<file path="src/verilog/gotr_pkg.sv">
// package for the rate-sensor offset, spare trim and self-test register bank
// assumes one 50 MHz clock and an 8-bit register port of the serial interface
package gotr_pkg;
  // --------------------------------------------------------------------------
  // register offsets
  // --------------------------------------------------------------------------
  localparam logic [7:0] ADDR_NVM_CTRL     = 8'h33;
  localparam logic [7:0] ADDR_BIAS_LOW_A   = 8'h36;
  localparam logic [7:0] ADDR_X_BIAS_HIGH  = 8'h37;
  localparam logic [7:0] ADDR_Y_BIAS_HIGH  = 8'h38;
  localparam logic [7:0] ADDR_Z_BIAS_HIGH  = 8'h39;
  localparam logic [7:0] ADDR_SPARE_LOW    = 8'h3a;
  localparam logic [7:0] ADDR_SPARE_BYTE   = 8'h3b;
  localparam logic [7:0] ADDR_SELF_TEST    = 8'h3c;
  // --------------------------------------------------------------------------
  // field positions and reset values
  // --------------------------------------------------------------------------
  localparam int         NVM_LOAD_BIT      = 3;
  localparam int         NVM_READY_BIT     = 2;
  localparam int         ST_TRIG_BIT       = 0;
  localparam int         ST_READY_BIT      = 1;
  localparam int         ST_FAIL_BIT       = 2;
  localparam int         ST_RATE_OK_BIT    = 4;
  localparam logic [7:0] BIAS_RESET        = 8'h00;
  localparam logic [7:0] SELF_TEST_RESET   = 8'h00;
  localparam int         BIAS_WIDTH        = 12;
  localparam int         RATE_WIDTH        = 16;
  // --------------------------------------------------------------------------
  // timing
  // --------------------------------------------------------------------------
  localparam int         CLOCK_MHZ         = 50;
  localparam int         SELF_TEST_US      = 20;
  localparam int         SELF_TEST_CYCLES  = SELF_TEST_US * CLOCK_MHZ;
  localparam int         NVM_WORDS         = 8;
  // --------------------------------------------------------------------------
  // self-test sequencer
  // --------------------------------------------------------------------------
  typedef enum logic [1:0] {
    GOTR_ST_IDLE = 2'b01,
    GOTR_ST_RUN  = 2'b10
  } gotr_st_state_t;
endpackage

</file>
<file path="src/verilog/gotr_regs.sv">
// register bank: per-axis rate bias, spare trim bytes, built-in self-test
// assumes an 8-bit register port from the serial interface, one clock
`timescale 1ns/10ps
// What this block does
// - subtract each axis's 12-bit bias from filtered and unfiltered rate data
// - x bias high register holds bits 11:8 high nibble, 7:4 low, resets zero
// - y bias high register holds bits 11:8 high nibble, 7:4 low, resets zero
// - z bias high register holds bits 11:8 high nibble, 7:4 low, resets zero
// - reload every axis bias from non-volatile image after power-on or soft reset
// - host writes to bias fields take effect immediately in the subtraction
// - spare low register: x bits 1:0 at 3:2, y bit0 at 1, z bit0 at 0
// - upper nibble of spare low register is spare, saved and restored
// - spare byte register is plain storage, saved and restored
// - spare registers have no fixed reset value; they come from the image
// - writing one to self-test bit 0 starts a self-test
// - ready flag bit 1 set at completion; fail bit 2 zero means pass
// - ready and fail both one reports out-of-range sensor values
// - rate-valid bit 4 shows proper function continuously, no trigger needed
// - image load trigger refreshes all trim registers, only when image ready
// - bias low bits x 3:2 and y 3:1 live in the preceding register
module gotr_regs
  import gotr_pkg::*;
#(
  parameter int ST_CYCLES = SELF_TEST_CYCLES,
  parameter int RW        = RATE_WIDTH
) (
  input  wire logic          clock_i,
  input  wire logic          rst_i,
  input  wire logic          soft_reset_i,
  input  wire logic          reg_wr_i,
  input  wire logic          reg_rd_i,
  input  wire logic [7:0]    reg_addr_i,
  input  wire logic [7:0]    reg_wdata_i,
  output logic      [7:0]    reg_rdata_o,
  input  wire logic [7:0]    bias_low_a_i,
  input  wire logic          nvm_ready_i,
  input  wire logic          nvm_wr_i,
  input  wire logic [2:0]    nvm_wr_addr_i,
  input  wire logic [7:0]    nvm_wr_data_i,
  input  wire logic [RW-1:0] rate_filt_x_i,
  input  wire logic [RW-1:0] rate_filt_y_i,
  input  wire logic [RW-1:0] rate_filt_z_i,
  input  wire logic [RW-1:0] rate_raw_x_i,
  input  wire logic [RW-1:0] rate_raw_y_i,
  input  wire logic [RW-1:0] rate_raw_z_i,
  input  wire logic          sensor_ok_i,
  input  wire logic          st_result_fail_i,
  output logic      [RW-1:0] comp_filt_x_o,
  output logic      [RW-1:0] comp_filt_y_o,
  output logic      [RW-1:0] comp_filt_z_o,
  output logic      [RW-1:0] comp_raw_x_o,
  output logic      [RW-1:0] comp_raw_y_o,
  output logic      [RW-1:0] comp_raw_z_o,
  output logic               self_test_run_o,
  output logic               load_busy_o
);
  if (ST_CYCLES < 1 || ST_CYCLES > 65535) begin : g_cycles_check
    $error("gotr_regs: ST_CYCLES out of range");
  end
  if (RW < BIAS_WIDTH) begin : g_width_check
    $error("gotr_regs: rate width below bias width");
  end
  if (NVM_WORDS < 5 || NVM_WORDS > 8) begin : g_image_check
    $error("gotr_regs: image must hold five to eight words");
  end

  // --------------------------------------------------------------------------
  // register state
  // --------------------------------------------------------------------------
  logic [7:0] x_axis_bias_high;
  logic [7:0] y_axis_bias_high;
  logic [7:0] z_axis_bias_high;
  logic [7:0] spare_trim_and_bias_low;
  logic [7:0] spare_trim_byte;
  logic       st_ready;
  logic       st_fail;
  logic       rate_ok;
  logic [15:0] st_count;
  gotr_st_state_t st_state;

  // --------------------------------------------------------------------------
  // image load sequencer
  // --------------------------------------------------------------------------
  logic       load_active;
  logic [2:0] load_idx;
  logic       load_data_ok;
  logic [2:0] load_dest;
  logic [7:0] img_data;

  wire wr_x     = reg_wr_i && reg_addr_i == ADDR_X_BIAS_HIGH;
  wire wr_y     = reg_wr_i && reg_addr_i == ADDR_Y_BIAS_HIGH;
  wire wr_z     = reg_wr_i && reg_addr_i == ADDR_Z_BIAS_HIGH;
  wire wr_low   = reg_wr_i && reg_addr_i == ADDR_SPARE_LOW;
  wire wr_byte  = reg_wr_i && reg_addr_i == ADDR_SPARE_BYTE;
  wire wr_st    = reg_wr_i && reg_addr_i == ADDR_SELF_TEST;
  wire wr_nvm   = reg_wr_i && reg_addr_i == ADDR_NVM_CTRL;
  wire load_req = (wr_nvm && reg_wdata_i[NVM_LOAD_BIT] && nvm_ready_i)
                  || soft_reset_i;
  wire st_trig  = wr_st && reg_wdata_i[ST_TRIG_BIT];
  wire last_idx = load_idx == 3'd4;

  gotr_nvm_image #(
    .WORDS (NVM_WORDS)
  ) u_image (
    .clock_i   (clock_i),
    .wr_en_i   (nvm_wr_i),
    .wr_addr_i (nvm_wr_addr_i),
    .wr_data_i (nvm_wr_data_i),
    .rd_addr_i (load_idx),
    .rd_data_o (img_data)
  );

  // image word k lands on register k: x, y, z, spare low, spare byte
  always_ff @(posedge clock_i) begin
    if (rst_i) begin
      load_active  <= 1'b1;
      load_idx     <= 3'd0;
      load_data_ok <= 1'b0;
      load_dest    <= 3'd0;
    end else begin
      load_data_ok <= load_active;
      load_dest    <= load_idx;
      if (load_req && !load_active) begin
        load_active <= 1'b1;
        load_idx    <= 3'd0;
      end else if (load_active) begin
        load_active <= !last_idx;
        load_idx    <= last_idx ? 3'd0 : load_idx + 3'd1;
      end
    end
  end

  // --------------------------------------------------------------------------
  // trim registers
  // --------------------------------------------------------------------------
  wire ld_x    = load_data_ok && load_dest == 3'd0;
  wire ld_y    = load_data_ok && load_dest == 3'd1;
  wire ld_z    = load_data_ok && load_dest == 3'd2;
  wire ld_low  = load_data_ok && load_dest == 3'd3;
  wire ld_byte = load_data_ok && load_dest == 3'd4;

  always_ff @(posedge clock_i) begin
    if (rst_i) begin
      x_axis_bias_high <= BIAS_RESET;
    end else if (ld_x) begin
      x_axis_bias_high <= img_data;
    end else if (wr_x) begin
      x_axis_bias_high <= reg_wdata_i;
    end
  end

  always_ff @(posedge clock_i) begin
    if (rst_i) begin
      y_axis_bias_high <= BIAS_RESET;
    end else if (ld_y) begin
      y_axis_bias_high <= img_data;
    end else if (wr_y) begin
      y_axis_bias_high <= reg_wdata_i;
    end
  end

  always_ff @(posedge clock_i) begin
    if (rst_i) begin
      z_axis_bias_high <= BIAS_RESET;
    end else if (ld_z) begin
      z_axis_bias_high <= img_data;
    end else if (wr_z) begin
      z_axis_bias_high <= reg_wdata_i;
    end
  end

  // spare registers take no reset: their value after reset comes from the image, later host writes replace it
  always_ff @(posedge clock_i) begin
    if (ld_low) begin
      spare_trim_and_bias_low <= img_data;
    end else if (wr_low) begin
      spare_trim_and_bias_low <= reg_wdata_i;
    end
  end

  always_ff @(posedge clock_i) begin
    if (ld_byte) begin
      spare_trim_byte <= img_data;
    end else if (wr_byte) begin
      spare_trim_byte <= reg_wdata_i;
    end
  end

  // --------------------------------------------------------------------------
  // bias assembly and subtraction
  // --------------------------------------------------------------------------
  wire [BIAS_WIDTH-1:0] bias_x = {x_axis_bias_high, bias_low_a_i[7:6],
                                  spare_trim_and_bias_low[3:2]};
  wire [BIAS_WIDTH-1:0] bias_y = {y_axis_bias_high, bias_low_a_i[5:3],
                                  spare_trim_and_bias_low[1]};
  wire [BIAS_WIDTH-1:0] bias_z = {z_axis_bias_high, bias_low_a_i[2:0],
                                  spare_trim_and_bias_low[0]};

  function automatic logic [RW-1:0] sub_bias(input logic [RW-1:0] rate,
                                             input logic [BIAS_WIDTH-1:0] b);
    logic [RW-1:0] ext;
    ext      = {{(RW-BIAS_WIDTH){b[BIAS_WIDTH-1]}}, b};
    sub_bias = rate - ext;
  endfunction

  always_ff @(posedge clock_i) begin
    if (rst_i) begin
      comp_filt_x_o <= '0;
      comp_filt_y_o <= '0;
      comp_filt_z_o <= '0;
    end else begin
      comp_filt_x_o <= sub_bias(rate_filt_x_i, bias_x);
      comp_filt_y_o <= sub_bias(rate_filt_y_i, bias_y);
      comp_filt_z_o <= sub_bias(rate_filt_z_i, bias_z);
    end
  end

  always_ff @(posedge clock_i) begin
    if (rst_i) begin
      comp_raw_x_o <= '0;
      comp_raw_y_o <= '0;
      comp_raw_z_o <= '0;
    end else begin
      comp_raw_x_o <= sub_bias(rate_raw_x_i, bias_x);
      comp_raw_y_o <= sub_bias(rate_raw_y_i, bias_y);
      comp_raw_z_o <= sub_bias(rate_raw_z_i, bias_z);
    end
  end

  // --------------------------------------------------------------------------
  // self-test
  // --------------------------------------------------------------------------
  wire st_done = st_state == GOTR_ST_RUN && st_count == 16'(ST_CYCLES - 1);

  // rate-valid follows the sensor flag one cycle later
  always_ff @(posedge clock_i) begin
    if (rst_i) begin
      rate_ok <= 1'b0;
    end else begin
      rate_ok <= sensor_ok_i;
    end
  end

  always_ff @(posedge clock_i) begin
    if (rst_i) begin
      st_state <= GOTR_ST_IDLE;
      st_count <= 16'h0000;
      st_ready <= 1'b0;
      st_fail  <= 1'b0;
    end else begin
      unique case (st_state)
        GOTR_ST_IDLE: begin
          if (st_trig) begin
            st_state <= GOTR_ST_RUN;
            st_count <= 16'h0000;
            st_ready <= 1'b0;
            st_fail  <= 1'b0;
          end
        end
        GOTR_ST_RUN: begin
          st_count <= st_count + 16'h0001;
          if (st_done) begin
            st_state <= GOTR_ST_IDLE;
            st_ready <= 1'b1;
            st_fail  <= st_result_fail_i;
          end
        end
      endcase
    end
  end

  // --------------------------------------------------------------------------
  // read path and status outputs
  // --------------------------------------------------------------------------
  wire [7:0] st_read = {3'b000, rate_ok, 1'b0, st_fail, st_ready, 1'b0};
  wire [7:0] rd_mux  =
      reg_addr_i == ADDR_X_BIAS_HIGH ? x_axis_bias_high :
      reg_addr_i == ADDR_Y_BIAS_HIGH ? y_axis_bias_high :
      reg_addr_i == ADDR_Z_BIAS_HIGH ? z_axis_bias_high :
      reg_addr_i == ADDR_SPARE_LOW   ? spare_trim_and_bias_low :
      reg_addr_i == ADDR_SPARE_BYTE  ? spare_trim_byte :
      reg_addr_i == ADDR_SELF_TEST   ? st_read : 8'h00;

  // read data stands until the next read
  always_ff @(posedge clock_i) begin
    if (rst_i) begin
      reg_rdata_o <= 8'h00;
    end else if (reg_rd_i) begin
      reg_rdata_o <= rd_mux;
    end
  end

  always_ff @(posedge clock_i) begin
    if (rst_i) begin
      self_test_run_o <= 1'b0;
      load_busy_o     <= 1'b1;
    end else begin
      self_test_run_o <= st_state == GOTR_ST_RUN;
      load_busy_o     <= load_active || load_data_ok;
    end
  end
endmodule

</file>
<file path="src/verilog/gotr_nvm_image.sv">
// non-volatile image of the trim registers, one byte per word
// assumes the programming controller outside writes it through the write port
`timescale 1ns/10ps
module gotr_nvm_image
  import gotr_pkg::*;
#(
  parameter int WORDS = NVM_WORDS
) (
  input  wire logic                     clock_i,
  input  wire logic                     wr_en_i,
  input  wire logic [$clog2(WORDS)-1:0] wr_addr_i,
  input  wire logic [7:0]               wr_data_i,
  input  wire logic [$clog2(WORDS)-1:0] rd_addr_i,
  output logic      [7:0]               rd_data_o
);
  if (WORDS < 2) begin : g_words_check
    $error("gotr_nvm_image needs at least two words");
  end

  logic [7:0] mem [WORDS];

  always_ff @(posedge clock_i) begin
    if (wr_en_i) begin
      mem[wr_addr_i] <= wr_data_i;
    end
    rd_data_o <= mem[rd_addr_i];
  end
endmodule

</file>
<file path="config.mk">
export PLATFORM = sky130hd
export DESIGN_NAME = gotr_regs
export DESIGN_NICKNAME = d
export VERILOG_FILES = /design/src/verilog/gotr_pkg.sv /design/src/verilog/gotr_regs.sv /design/src/verilog/gotr_nvm_image.sv
export SDC_FILE = /design/constraint.sdc
export NUM_CORES = 1
export LEC_CHECK = 0
export BUFFER_PORTS_ARGS = -buffer_cell sky130_fd_sc_hd__buf_2
export CORE_ASPECT_RATIO = 0.7
export CORE_MARGIN = 4
export CORE_UTILIZATION = 55
export DETAILED_ROUTE_END_ITERATION = 8
export GPL_TIMING_DRIVEN = 0
export HOLD_SLACK_MARGIN = 0.1
export PLACE_DENSITY = 0.82
export SYNTH_ARGS = -nofsm -noshare
export SYNTH_HDL_FRONTEND = slang
export SYNTH_SLANG_ARGS = --single-unit
</file>
<file path="constraint.sdc">
create_clock -name clock_i -period 3.26 [get_ports clock_i]
set_clock_uncertainty 0.2 [all_clocks]
set_input_delay 0.652 -clock clock_i [delete_from_list [all_inputs] [get_ports clock_i]]
set_output_delay 0.652 -clock clock_i [all_outputs]
set_load 0.01 [all_outputs]
</file>
* Word-level counts from Yosys, hierarchy flattened
Memories as Yosys holds them, arrays and structs flattened. A register that Yosys moved wholly into a read port is not among the register bits.
Index checks and enable logic that the tools add are counted.
** Cells by class
- Muxes and demuxes :: 30
- Equal/unequal tests :: 17
- $mul :: 0
- $lt $le $gt $ge :: 0
- Shift-type cells :: 0
- Bitwise operators :: 0
- Add/sub/neg operators :: 8
- Reductions and logical operators :: 29
- Div/mod/pow operators :: 0
** Operator list (count)
- 2-to-1 mux 8 bit :: 15
- subtractor 16 bit :: 6
- == test 8 x 6 -> 1 bit (second input constant) :: 7
- one-hot mux 16 bit (2 select lines) :: 1
- logical AND 1 bit :: 17
- adder 16 x 1 -> 16 bit (second input constant) :: 1
- == test 16 x 10 -> 1 bit (second input constant) :: 1
- 2-to-1 mux 16 bit :: 1
- nonzero test 2 bit :: 5
- == test 3 x 2 -> 1 bit (second input constant) :: 2
- == test 3 bit (second input constant) :: 2
- 2-to-1 mux 1 bit :: 6
- 2-to-1 mux 5 bit :: 1
- 2-to-1 mux 2 bit :: 2
- inequality test 2 bit (second input constant) :: 2
- one-hot mux 1 bit (2 select lines) :: 2
- one-hot mux 2 bit (2 select lines) :: 1
- adder 3 x 1 -> 3 bit (second input constant) :: 1
- == test 3 x 1 -> 1 bit (second input constant) :: 1
- zero test 3 bit :: 1
- 2-to-1 mux 3 bit :: 1
- == test 2 x 1 -> 1 bit (second input constant) :: 1
- == test 2 bit (second input constant) :: 1
- zero test 1 bit :: 2
- other kinds (3) :: 4
** Word-level totals
- Output and inout port bits :: 106
- Bits of input ports :: 140
- Flip-flop bits (word level) :: 175
- Memories :: 1
- Logic and storage cells :: 108
- RAM bits :: 64
- Bits in read-only memories :: 0
- Latch bits :: 0
** Memory list
- u_image.mem :: words 8, bits a word 8, rd ports 1, clocked after Yosys merged registers in 1, wr ports 1, RTL line gotr_nvm_image.sv:20 : logic [7:0] mem [WORDS];

* Depth between registers and ports, before layout
Gate-level depths: netlist of run 1.
- Depth in word-level cells :: 7
- Depth in mapped cells :: 8
- Gate-level depth less buffers :: 8

* By module
Synthesis of run 1 repeated with hierarchy kept, for this count alone.
** Unflattened totals
- Cell total of the unflattened synthesis :: 1327
- Area total of the unflattened synthesis :: 13345.3 um^2
** By module, submodules not included
- gotr_regs :: times used 1, cells each 1213, area each 10654.0 um^2
- gotr_nvm_image :: times used 1, cells each 114, area each 2691.3 um^2

* Worst setup path after synthesis of run 1
Ideal clock, no wire load.
- Path type :: input to register
- From :: in rate_raw_z_i[0]
- To :: reg comp_raw_z_o[14]
- Data required time :: 2.939 ns
- Library setup time :: 0.121 ns
- Stages :: 8
- Data arrival time :: 2.303 ns
- Path slack :: 0.636 ns
- Cell sequence :: inv_1 > ha_1 > fa_1 > nor2b_1 > o2111ai_1 > a21oi_1 > o21a_1 > mux2_2
** Between the ends
- Word-level cells in the longest chain between the ends :: 1
** RTL lines
- start: declaration :: RTL line gotr_regs.sv:45 : input wire logic [RW-1:0] rate_raw_z_i,
- subtractor 16 bit :: RTL line gotr_regs.sv:203 : sub_bias = rate - ext;
- end signal: assignment :: RTL line gotr_regs.sv:226 : comp_raw_z_o <= sub_bias(rate_raw_z_i, bias_z);
- end: declaration :: RTL line gotr_regs.sv:53 : output logic [RW-1:0] comp_raw_z_o,
No other way between the ends.
A chain may end at the register's enable or synchronous reset.

* Final worst setup path of run 1
- From :: in rst_i
- To :: reg comp_filt_x_o[6]
** RTL lines
- start: declaration :: RTL line gotr_regs.sv:28 : input wire logic rst_i,
- end signal: assignment :: RTL line gotr_regs.sv:212 : comp_filt_x_o <= sub_bias(rate_filt_x_i, bias_x);
- end: declaration :: RTL line gotr_regs.sv:48 : output logic [RW-1:0] comp_filt_x_o,
No word-level cell between the ends.

==> flow_summary.json, run 1 <==
{
  "r2r_start": "x_axis_bias_high[7]$_SDFFE_PP0P_",
  "final_common_cell": "buf_2",
  "final_cell_mix": "254 x buf_2, 167 x dfxtp_1, 111 x nor2_1",
  "ys.flop_type": "dfxtp_1",
  "synth_top_area_cell": "dfxtp_1",
  "vias_per_cell": 6.157,
  "ant_nets": 0,
  "status": "complete, no violations",
  "p_leak_uw": 0.006572,
  "drv_cap": 0,
  "globalRouteTotalUtil_pct": 28.80,
  "synth-seq-area-share_pct": 41.77,
  "h-tree-depth": 1,
  "io_buffers": 242,
  "routabilityCongestion": 0.9574,
  "final_net_count": 1889,
  "clk_pin_slew_ns": 0.06,
  "timing.final.crit_share_pct": 94.53,
  "critical_path_class": "input pin to flip-flop",
  "post-place-ws_ns": -0.4694,
  "ys_types": 86,
  "critical_path_arrival_ns": 3.26,
  "cts_setup_buffers": 0,
  "rr_worst_depth": 8,
  "ys_ff_latch": 247,
  "path_max_fanout": 10,
  "max_stage_delay_ns": 0.72,
  "setup_viol_count_final": 0,
  "antenna_found_initial": 5,
  "syn_area_per_cell_um2": 9.960,
  "cts_resized": 0,
  "cts.sinks": 247,
  "numCtsBuffers": 25,
  "num_vias": 12300,
  "clock_path_buffers": 3,
  "finalHoldViolCount": 0,
  "crit_path_end_kind": "flip-flop",
  "crit_chain": "clkbuf_1 > clkbuf_1 > clkbuf_1 > clkbuf_1 > nor2_1",
  "synthArstFlopShare_pct": 0,
  "tns_ns": 0,
  "area_delta_synth_final_pct": 18.16,
  "p_total_uw": 8621,
  "clk_latency_ns": 0.55,
  "cts_hold_buf": 0,
  "r2r_setup_slack_ns": 0.19,
  "r2r-end": "comp_filt_x_o[15]$_SDFF_PP0_",
  "initial_utilization_pct": 55.86,
  "critPathTopFamily": "buffers and inverters",
  "timing.fmax_mhz": 324.5,
  "required_ns": 3.44,
  "coreArea_um2": 24620,
  "crit_path_end": "comp_filt_x_o[6]$_SDFF_PP0_",
  "yosysTopAreaCellShare_pct": 24.31,
  "fin_util_pct": 66.00,
  "grt_first_pass_wirelength_mm": 62.88,
  "drc_errors": 0,
  "grt_max_degree": 15,
  "drt-initial-drc-count": 925,
  "cts_tree": "built",
  "first_pass_iters": 5,
  "slew_headroom_pct": 14.53,
  "drive_above_1_share_pct": 23.01,
  "ios": 246,
  "power_density_nw_per_um2": 530.5,
  "synthCells": 1381,
  "synth_fp_nets": 1620,
  "slew_violations": 0,
  "fin_ws_ns": 0.1784,
  "dieArea_um2": 27640,
  "die_x_um": 197.0,
  "synth_edf_count": 80,
  "vdd_drop_max_v": 0.0004384,
  "synth_area_um2": 13750,
  "cts-root-buf": "clkbuf_16",
  "path_common_cell": "clkbuf_1",
  "die_y_um": 140.3,
  "synth_top_cells_by_area": "dfxtp_1 24%, edfxtp_1 17%, ha_1 8.5%, a211oi_1 3.2%, mux2_2 3.1%",
  "rows": 48,
  "rsz0062_at_grt": "false",
  "dpl.hpwl_mm": 31.84,
  "critPathSlowestCell": "clkbuf_1",
  "grt_pass1_vias": 11370,
  "worstSetupPathDepth": 5,
  "synth_warnings": 0,
  "cp_num_buf_inv": 4,
  "cp-startpoint": "rst_i",
  "whs_ns": 0.1315,
  "period_minus_slack_ns": 3.082,
  "grt-ovfl-total": 0,
  "startpoint_type": "input pin",
  "drt-total-wl_mm": 41.76,
  "worstMarginPinSlew_ns": 1.269,
  "min-delay-path-class": "input pin to flip-flop",
  "drt-wirelength-per-cell_um": 20.91
}
-- routing by layer --
layer | routed length (um) | track usage, % | vias to the layer above
li1 | - | - | 5770
met1 | 17700 | 41.23 | 5831
met2 | 18210 | 44.49 | 609
met3 | 4797 | 7.045 | 80
met4 | 1007 | 6.783 | 6
met5 | 41 | 0 | -
-- how the worst min path moves through the flow --
stage                           startpoint                     endpoint  slack [ns]  cells past startpoint
2_1_floorplan     st_count[9]$_SDFFE_PP0P_     st_count[9]$_SDFFE_PP0P_        0.25                      2
3_3_place_gp   reg_rdata_o[2]$_SDFFE_PP0P_  reg_rdata_o[2]$_SDFFE_PP0P_        0.24                      2
3_5_place_dp   reg_rdata_o[2]$_SDFFE_PP0P_  reg_rdata_o[2]$_SDFFE_PP0P_        0.24                      2
4_1_cts                        sensor_ok_i           rate_ok$_SDFF_PP0_        0.11                      2
5_1_grt                        sensor_ok_i           rate_ok$_SDFF_PP0_        0.14                      2
6_report                       sensor_ok_i           rate_ok$_SDFF_PP0_        0.13                      2
-- logic make-up after synthesis --
kind of cell,count (synthesis),synth area share [%]
multiplexers,78,7.496
XOR/XNOR,20,1.274
buffers and inverters,118,3.639
flip-flops,247,41.77
adder cells (fa/ha/maj),99,9.333
AO/OA/AOI/OAI,388,19.76
AND/OR/NAND/NOR,431,16.73
-- registers in the layout (all words and copies together), names as in the netlist, 3 cells and up --
signal                   flops
u_image.mem                 64
comp_filt_x_o               16
comp_filt_y_o               16
comp_filt_z_o               16
comp_raw_x_o                16
comp_raw_y_o                16
comp_raw_z_o                16
st_count                    16
reg_rdata_o                  8
spare_trim_and_bias_low      8
spare_trim_byte              8
u_image.rd_data_o            8
x_axis_bias_high             8
y_axis_bias_high             8
z_axis_bias_high             8
load_dest                    3
load_idx                     3
-- cell type report --
type	instances	area [um2]
clock inverter	6	126.4
tap	325	406.6
buffer	61	287.8
multi-input combinational	1016	7518
clock buffer	40	734.5
fill	2029	8372
timing repair buffer	242	1211
sequential	247	5746
antenna	3	7.507
inverter	57	214.0
-- synth_stat cells (4+ instances only) --
| cell | instances |
|---|---|
| mux4_2 | 16 |
| a22o_1 | 5 |
| edfxtp_1 | 80 |
| nor3b_1 | 10 |
| o211ai_1 | 12 |
| nor2b_1 | 49 |
| o21ai_0 | 57 |
| buf_6 | 4 |
| a21o_1 | 21 |
| a41oi_1 | 4 |
| nand2_1 | 56 |
| ha_1 | 93 |
| a211o_1 | 4 |
| o21a_1 | 56 |
| o311a_1 | 8 |
| xor2_1 | 8 |
| a221oi_1 | 5 |
| o31a_1 | 6 |
| mux2_2 | 38 |
| o221ai_1 | 4 |
| or4_1 | 7 |
| xnor2_1 | 12 |
| or3_1 | 15 |
| dfxtp_1 | 167 |
| nand3_1 | 23 |
| and4_1 | 5 |
| buf_2 | 12 |
| nor3_1 | 77 |
| o2111ai_1 | 5 |
| fa_1 | 6 |
| o22ai_1 | 4 |
| o31ai_1 | 6 |
| mux2i_1 | 22 |
| and3_1 | 17 |
| nor2_1 | 111 |
| a21oi_1 | 79 |
| a31oi_1 | 14 |
| clkbuf_1 | 33 |
| nand4_1 | 9 |
| nand2b_1 | 21 |
| inv_1 | 57 |
| buf_1 | 8 |
| a211oi_1 | 59 |
-- metrics by stage --
step	instance area, um2	std cells
global placement	15370	1948
global route	16250	1996
detailed placement	15370	1948
floorplan	13750	1381
finish	16250	1997
CTS	16230	1994
-- report_power, final --
group	total, uW	internal (uW)	switching (uW)
Sequential	3560	3430	131
Clock	3040	1790	1240
Combinational	2030	853	1170
Total	8620	6070	2550
Note: power is estimated with default switching activity, not from simulation.
==> run 2, diff against run 1 <==
Settings changed: CAP_MARGIN set to 25, CORE_UTILIZATION 55 to 51, PLACE_DENSITY 0.82 to 0.8.
Clock period 3.26 ns to 2.5 ns, I/O delays scaled along.
==> run 2 against run 1 <==
The run now ends with setup timing left. Via count is 2.3% higher. Clock-buffer cell count is 7 lower. Critical path depth up 3. Critical endpoint is now comp_filt_x_o[14]$_SDFF_PP0_.
==> flow_summary.json, run 2 (synthesis gave the netlist of run 1 again) <==
{
  "fin_ws_ns": -0.06695,
  "r2r_start": "spare_trim_and_bias_low[2]$_DFFE_PP_",
  "crit_path_end_kind": "flip-flop",
  "min-delay-path-class": "input pin to flip-flop",
  "initial_utilization_pct": 52.66,
  "multi_input_comb_area_um2": 7944,
  "critPathTopFamily": "compound AO/OA/AOI/OAI gates",
  "tns_ns": -0.06695,
  "h-tree-depth": 1,
  "critical_path_arrival_ns": 2.79,
  "area_delta_synth_final_pct": 24.06,
  "r2r_setup_slack_ns": -0.07,
  "regArea_um2": 5758,
  "routabilityCongestion": 0.9735,
  "min_to": "comp_filt_y_o[0]$_SDFF_PP0_",
  "cts-root-buf": "clkbuf_16",
  "final_cell_mix": "254 x buf_2, 161 x dfxtp_1, 110 x nor2_1",
  "holdPathStages": 4,
  "coreArea_um2": 26120,
  "status": "finished with violations",
  "r2r-end": "comp_filt_x_o[14]$_SDFF_PP0_",
  "critical_path_class": "flip-flop to flip-flop",
  "period_minus_slack_ns": 2.567,
  "crit_chain": "buf_6 > ha_4 > fa_2 > nor2b_4 > o2111ai_4 > a21oi_2 > o21a_1 > mux2_4",
  "hold_path_startpoint": "rate_filt_y_i[0]",
  "regMostFlops": "u_image.mem",
  "grt-ovfl-total": 0,
  "grt_first_pass_wirelength_mm": 66.99,
  "p_leak_uw": 0.006825,
  "worstMarginPinSlew_ns": 1.050,
  "numCtsBuffers": 25,
  "clk_latency_ns": 0.55,
  "dieArea_um2": 29700,
  "setup_viol_count_final": 1,
  "antenna_found_initial": 2,
  "ant_nets": 0,
  "final_net_count": 1929,
  "first_pass_iters": 5,
  "slew_violations": 0,
  "cts.sinks": 247,
  "die_x_um": 204.3,
  "failed_checks": "setup timing",
  "globalRouteTotalUtil_pct": 28.15,
  "num_vias": 12570,
  "largest_register_ffs": 64,
  "ios": 246,
  "drt-total-wl_mm": 43.93,
  "final_common_cell": "buf_2",
  "vias_per_cell": 6.086,
  "power_density_nw_per_um2": 661.3,
  "clock_path_buffers": 3,
  "io_buffers": 242,
  "grt_pass1_vias": 11950,
  "vdd_drop_max_v": 0.0005033,
  "fillers": 2095,
  "startpoint_type": "flip-flop",
  "slew_headroom_pct": 30.00,
  "max_stage_delay_ns": 0.47,
  "timing.final.crit_share_pct": 102.7,
  "dpl.hpwl_mm": 32.41,
  "rows": 49,
  "timing.fmax_mhz": 389.6,
  "required_ns": 2.73,
  "placed_area_um2": 15430,
  "finish.instance_area_um2": 17060,
  "finalHoldViolCount": 0,
  "drc_errors": 0,
  "cp_num_buf_inv": 1,
  "critPathSlowestCell": "edfxtp_1",
  "drv_cap": 0,
  "drt-wirelength-per-cell_um": 21.26,
  "rsz0062_at_grt": "true",
  "drive_above_1_share_pct": 29.37,
  "diodes": 0,
  "cts_tree": "built",
  "die_y_um": 145.4,
  "rr_worst_depth": 8,
  "clk_pin_slew_ns": 0.06,
  "path_max_fanout": 3,
  "drt-initial-drc-count": 1041,
  "grt_max_degree": 15
}
[run 2: layout make-up]
class | count | area share, %
multi-input cells | 1016 | 46.55
flip-flops and latches | 247 | 33.74
repair buffers | 290 | 9.452
clock buffers | 33 | 3.960
well taps | 357 | 2.618
plain buffers | 53 | 1.576
inverters | 57 | 1.298
clock inverters | 13 | 0.7992
[run 2: power by group]
group          internal [uW]  switching, uW  total [uW]  leakage (uW)
combinational           1250           1600        2860       0.00432
sequential              4470            190        4660       0.00211
clock                   2130           1640        3760      0.000396
total                   7850           3430       11300       0.00682
[run 2: worst max path at each step]
stage | startpoint | to | cells past startpoint
after floorplan | rate_raw_z_i[0] | comp_raw_z_o[14]$_SDFF_PP0_ | 8
after global placement | rst_i | comp_raw_y_o[4]$_SDFF_PP0_ | 5
after detailed placement | rst_i | comp_raw_y_o[4]$_SDFF_PP0_ | 5
after CTS | spare_trim_and_bias_low[2]$_DFFE_PP_ | comp_filt_x_o[14]$_SDFF_PP0_ | 8
after global routing | spare_trim_and_bias_low[2]$_DFFE_PP_ | comp_filt_x_o[14]$_SDFF_PP0_ | 8
final | spare_trim_and_bias_low[2]$_DFFE_PP_ | comp_filt_x_o[14]$_SDFF_PP0_ | 8
[run 2: what timing repair did]
action                                  4_1_cts  5_1_grt
pin swaps                                    11       23
hold endpoints to repair                     73        0
setup buffers                                16       15
gates resized for setup                      63       55
endpoints found under the setup margin       84       50
hold buffers                                 15        0
[run 2: worst register-to-register path, cell delays in order (launching register included)]
cell	delay [ns]
edfxtp_1	0.47
buf_6	0.18
ha_4	0.16
fa_2	0.39
nor2b_4	0.16
o2111ai_4	0.16
a21oi_2	0.23
o21a_1	0.19
mux2_4	0.32
[run 2: per-stage QoR]
| stage | std cells | util (%) | hold slack, ns | total power (uW) | setup WS (ns) |
|---|---|---|---|---|---|
| after floorplan | 1381 | - | 0.2540 | 6418 | 0.02802 |
| after CTS | 2054 | 64.07 | 0.1021 | 11180 | -0.03848 |
| final | 2066 | 65.33 | 0.1070 | 11280 | -0.06695 |
| after global placement | 1980 | 59.01 | 0.2378 | 7251 | -1.210 |
| after detailed placement | 1982 | 59.09 | 0.2430 | 7312 | -1.212 |
| after global routing | 2066 | 65.33 | 0.1244 | 11790 | -0.1026 |
[run 2: layer usage]
layer / global-route usage, % / wire length, um / vias up
li1: - / - / 5865
met1: 40.79 / 19020 / 5968
met2: 42.91 / 19270 / 636
met3: 6.304 / 4387 / 100
met4: 7.332 / 1222 / 4
met5: 0 / 23 / -
==> run 3, diff against run 2 <==
--- a/config.mk
+++ b/config.mk
@@ -11,3 +11,3 @@
 export CORE_MARGIN = 4
-export CORE_UTILIZATION = 51
+export CORE_UTILIZATION = 40
 export DETAILED_ROUTE_END_ITERATION = 8
@@ -15,3 +15,3 @@
 export HOLD_SLACK_MARGIN = 0.1
-export PLACE_DENSITY = 0.8
+export PLACE_DENSITY = 0.74
 export SYNTH_ARGS = -nofsm -noshare
--- a/constraint.sdc
+++ b/constraint.sdc
@@ -4,2 +4,2 @@
 set_output_delay 0.5 -clock clock_i [all_outputs]
-set_load 0.01 [all_outputs]
+set_load 0.005 [all_outputs]
==> run 3 against run 2 <==
The flow still finishes with violations (setup timing). Via count up 0.94%. Critical path depth did not move. Register-to-register slack gained 0.03 ns. Die area increased by 26%. Clock-buffer cell count down 3. Clock power grew 7.2%. Highest routed layer unchanged.
==> flow_summary.json, run 3 (synthesis gave the netlist of run 1 again) <==
{
  "crit_chain": "buf_6 > ha_4 > fa_2 > nor2b_4 > o2111ai_4 > a21oi_2 > o21a_1 > mux2_4",
  "grt-ovfl-total": 0,
  "startpoint_type": "flip-flop",
  "setup_viol_count_final": 4,
  "power.switching_uw": 3461,
  "drv_cap": 0,
  "holdPathStages": 4,
  "failed_checks": "setup timing",
  "min-delay-path-class": "input pin to flip-flop",
  "fin_ws_ns": -0.03793,
  "dpl.hpwl_mm": 33.86,
  "drt-wirelength-per-cell_um": 20.76,
  "clk_pin_slew_ns": 0.06,
  "drive_above_1_share_pct": 30.86,
  "switching_share_pct": 29.99,
  "met2_wirelength_mm": 20.18,
  "power_density_nw_per_um2": 659.9,
  "final_common_cell": "buf_2",
  "vdd_drop_max_v": 0.0004440,
  "cts_tree": "built",
  "drt-initial-drc-count": 1327,
  "io_buffers": 242,
  "grt_max_degree": 16,
  "internal_power_uw": 8080,
  "required_ns": 2.73,
  "ios": 246,
  "timing.final.crit_share_pct": 101.5,
  "hold_path_startpoint": "rate_raw_z_i[0]",
  "worstSetupPathDepth": 8,
  "wl_met3_mm": 4.366,
  "die_y_um": 163.1,
  "p_leak_uw": 0.006949,
  "regMostFlops": "u_image.mem",
  "h-tree-depth": 1,
  "clock_path_buffers": 3,
  "r2r_setup_slack_ns": -0.04,
  "top_layer": "met5",
  "cts.sinks": 247,
  "critPathTopFamily": "compound AO/OA/AOI/OAI gates",
  "numCtsBuffers": 26,
  "finalHoldViolCount": 0,
  "critPathSlowestCell": "edfxtp_1",
  "initial_utilization_pct": 40.81,
  "min_to": "comp_raw_z_o[0]$_SDFF_PP0_",
  "die_x_um": 229.6,
  "slew_violations": 0,
  "first_pass_iters": 5,
  "coreArea_um2": 33700,
  "critical_path_arrival_ns": 2.77,
  "vias_per_cell": 5.774,
  "status": "finished with violations",
  "routabilityCongestion": 0.9487,
  "rows": 56,
  "worstMarginPinSlew_ns": 0.9348,
  "p_seq_share_pct": 40.4,
  "r2r-end": "comp_filt_x_o[14]$_SDFF_PP0_",
  "r2r_start": "spare_trim_and_bias_low[2]$_DFFE_PP_",
  "cp_num_buf_inv": 1,
  "crit_path_end_kind": "flip-flop",
  "clk_latency_ns": 0.56,
  "drc_errors": 0,
  "max_stage_delay_ns": 0.51,
  "rr_worst_depth": 8,
  "dieArea_um2": 37460,
  "combPwrFrac_pct": 24.7,
  "slew_headroom_pct": 37.45,
  "final_net_count": 1946,
  "cts-root-buf": "clkbuf_16",
  "final_cell_mix": "255 x buf_2, 160 x dfxtp_1, 110 x nor2_1",
  "drt-total-wl_mm": 45.64,
  "ant_nets": 0,
  "rsz0062_at_grt": "true",
  "area_delta_synth_final_pct": 27.14,
  "p_total_uw": 11540,
  "fin_util_pct": 51.89,
  "wl_met1_mm": 19.64,
  "antenna_found_initial": 11,
  "globalRouteTotalUtil_pct": 23.04,
  "num_vias": 12690,
  "timing.fmax_mhz": 394.0,
  "period_minus_slack_ns": 2.538,
  "path_max_fanout": 3,
  "critical_path_class": "flip-flop to flip-flop",
  "largest_register_ffs": 64,
  "p_clk_share_pct": 35.0,
  "grt_first_pass_wirelength_mm": 68.04,
  "grt_pass1_vias": 12150
}
==> run 3: cell count changes in the layout (fill, tap and decap cells not counted), sizes merged <==
cell | previous run | this run
buf | 301 | 314
bufinv | 2 | 3
clkbuf | 60 | 58
clkinv | 9 | 7
clkinvlp | 3 | 7
diode | 0 | 7
dlygate4sd3 | 15 | 17
inv | 56 | 58
==> run 3: worst min-delay path, stage by stage <==
cell and delay, ns:
buf_2 0.10, inv_1 0.05, ha_2 0.15, nor2_1 0.04
==> run 3: per-stage QoR <==
stage / instance area [um2] / cells / worst slack (ns) / hold slack [ns] / setup TNS [ns]
floorplan: 13750 / 1381 / 0.02802 / 0.2487 / 0
global placement: 15550 / 2087 / -1.072 / 0.2346 / -96.94
detailed placement: 15570 / 2090 / -1.091 / 0.2490 / -94.48
CTS: 17130 / 2182 / -0.08158 / 0.1031 / -0.08158
global route: 17490 / 2198 / -0.09211 / 0.1285 / -0.3749
finish: 17490 / 2198 / -0.03793 / 0.1290 / -0.08185
==> run 3: metal layers <==
layer	GRT usage, %	up-vias
li1	-	5908
met1	31.03	6031
met2	35.68	633
met3	6.712	109
met4	7.877	10
met5	0	-
==> run 3: timing repair <==
item	CTS	global route
pin swaps	16	24
setup buffers	30	13
endpoints found under the setup margin	96	71
gates resized for setup	73	63
cloned	0	0
hold endpoints to repair	74	1
hold buffers	16	1
==> run 3: final cells by class <==
class	instances	area, um2
buffer	54	274.0
multi-input combinational	1016	8006
timing repair buffer	305	1739
clock inverter	18	193.9
tap	464	580.6
sequential	247	5759
clock buffer	30	695.7
fill	3080	16210
antenna	7	17.52
inverter	57	221.5
==> run 3: worst max path at each step <==
stage / endpoint / slack (ns) / from
2_1_floorplan: comp_raw_z_o[14]$_SDFF_PP0_ / 0.03 / rate_raw_z_i[0]
3_3_place_gp: comp_raw_x_o[1]$_SDFF_PP0_ / -1.07 / rst_i
3_5_place_dp: comp_raw_y_o[1]$_SDFF_PP0_ / -1.09 / rst_i
4_1_cts: comp_filt_x_o[14]$_SDFF_PP0_ / -0.08 / spare_trim_and_bias_low[2]$_DFFE_PP_
5_1_grt: comp_filt_x_o[14]$_SDFF_PP0_ / -0.09 / spare_trim_and_bias_low[2]$_DFFE_PP_
6_report: comp_filt_x_o[14]$_SDFF_PP0_ / -0.04 / spare_trim_and_bias_low[2]$_DFFE_PP_
==> run 3: power groups by stage <==
stage / clock (uW) / combinational, uW / sequential (uW)
after detailed placement: 0 / 2510 / 4740
after floorplan: 0 / 1630 / 4700
after global placement: 0 / 2440 / 4730
after global routing: 4280 / 3100 / 4690
final: 4030 / 2850 / 4660
after CTS: 4100 / 2680 / 4650
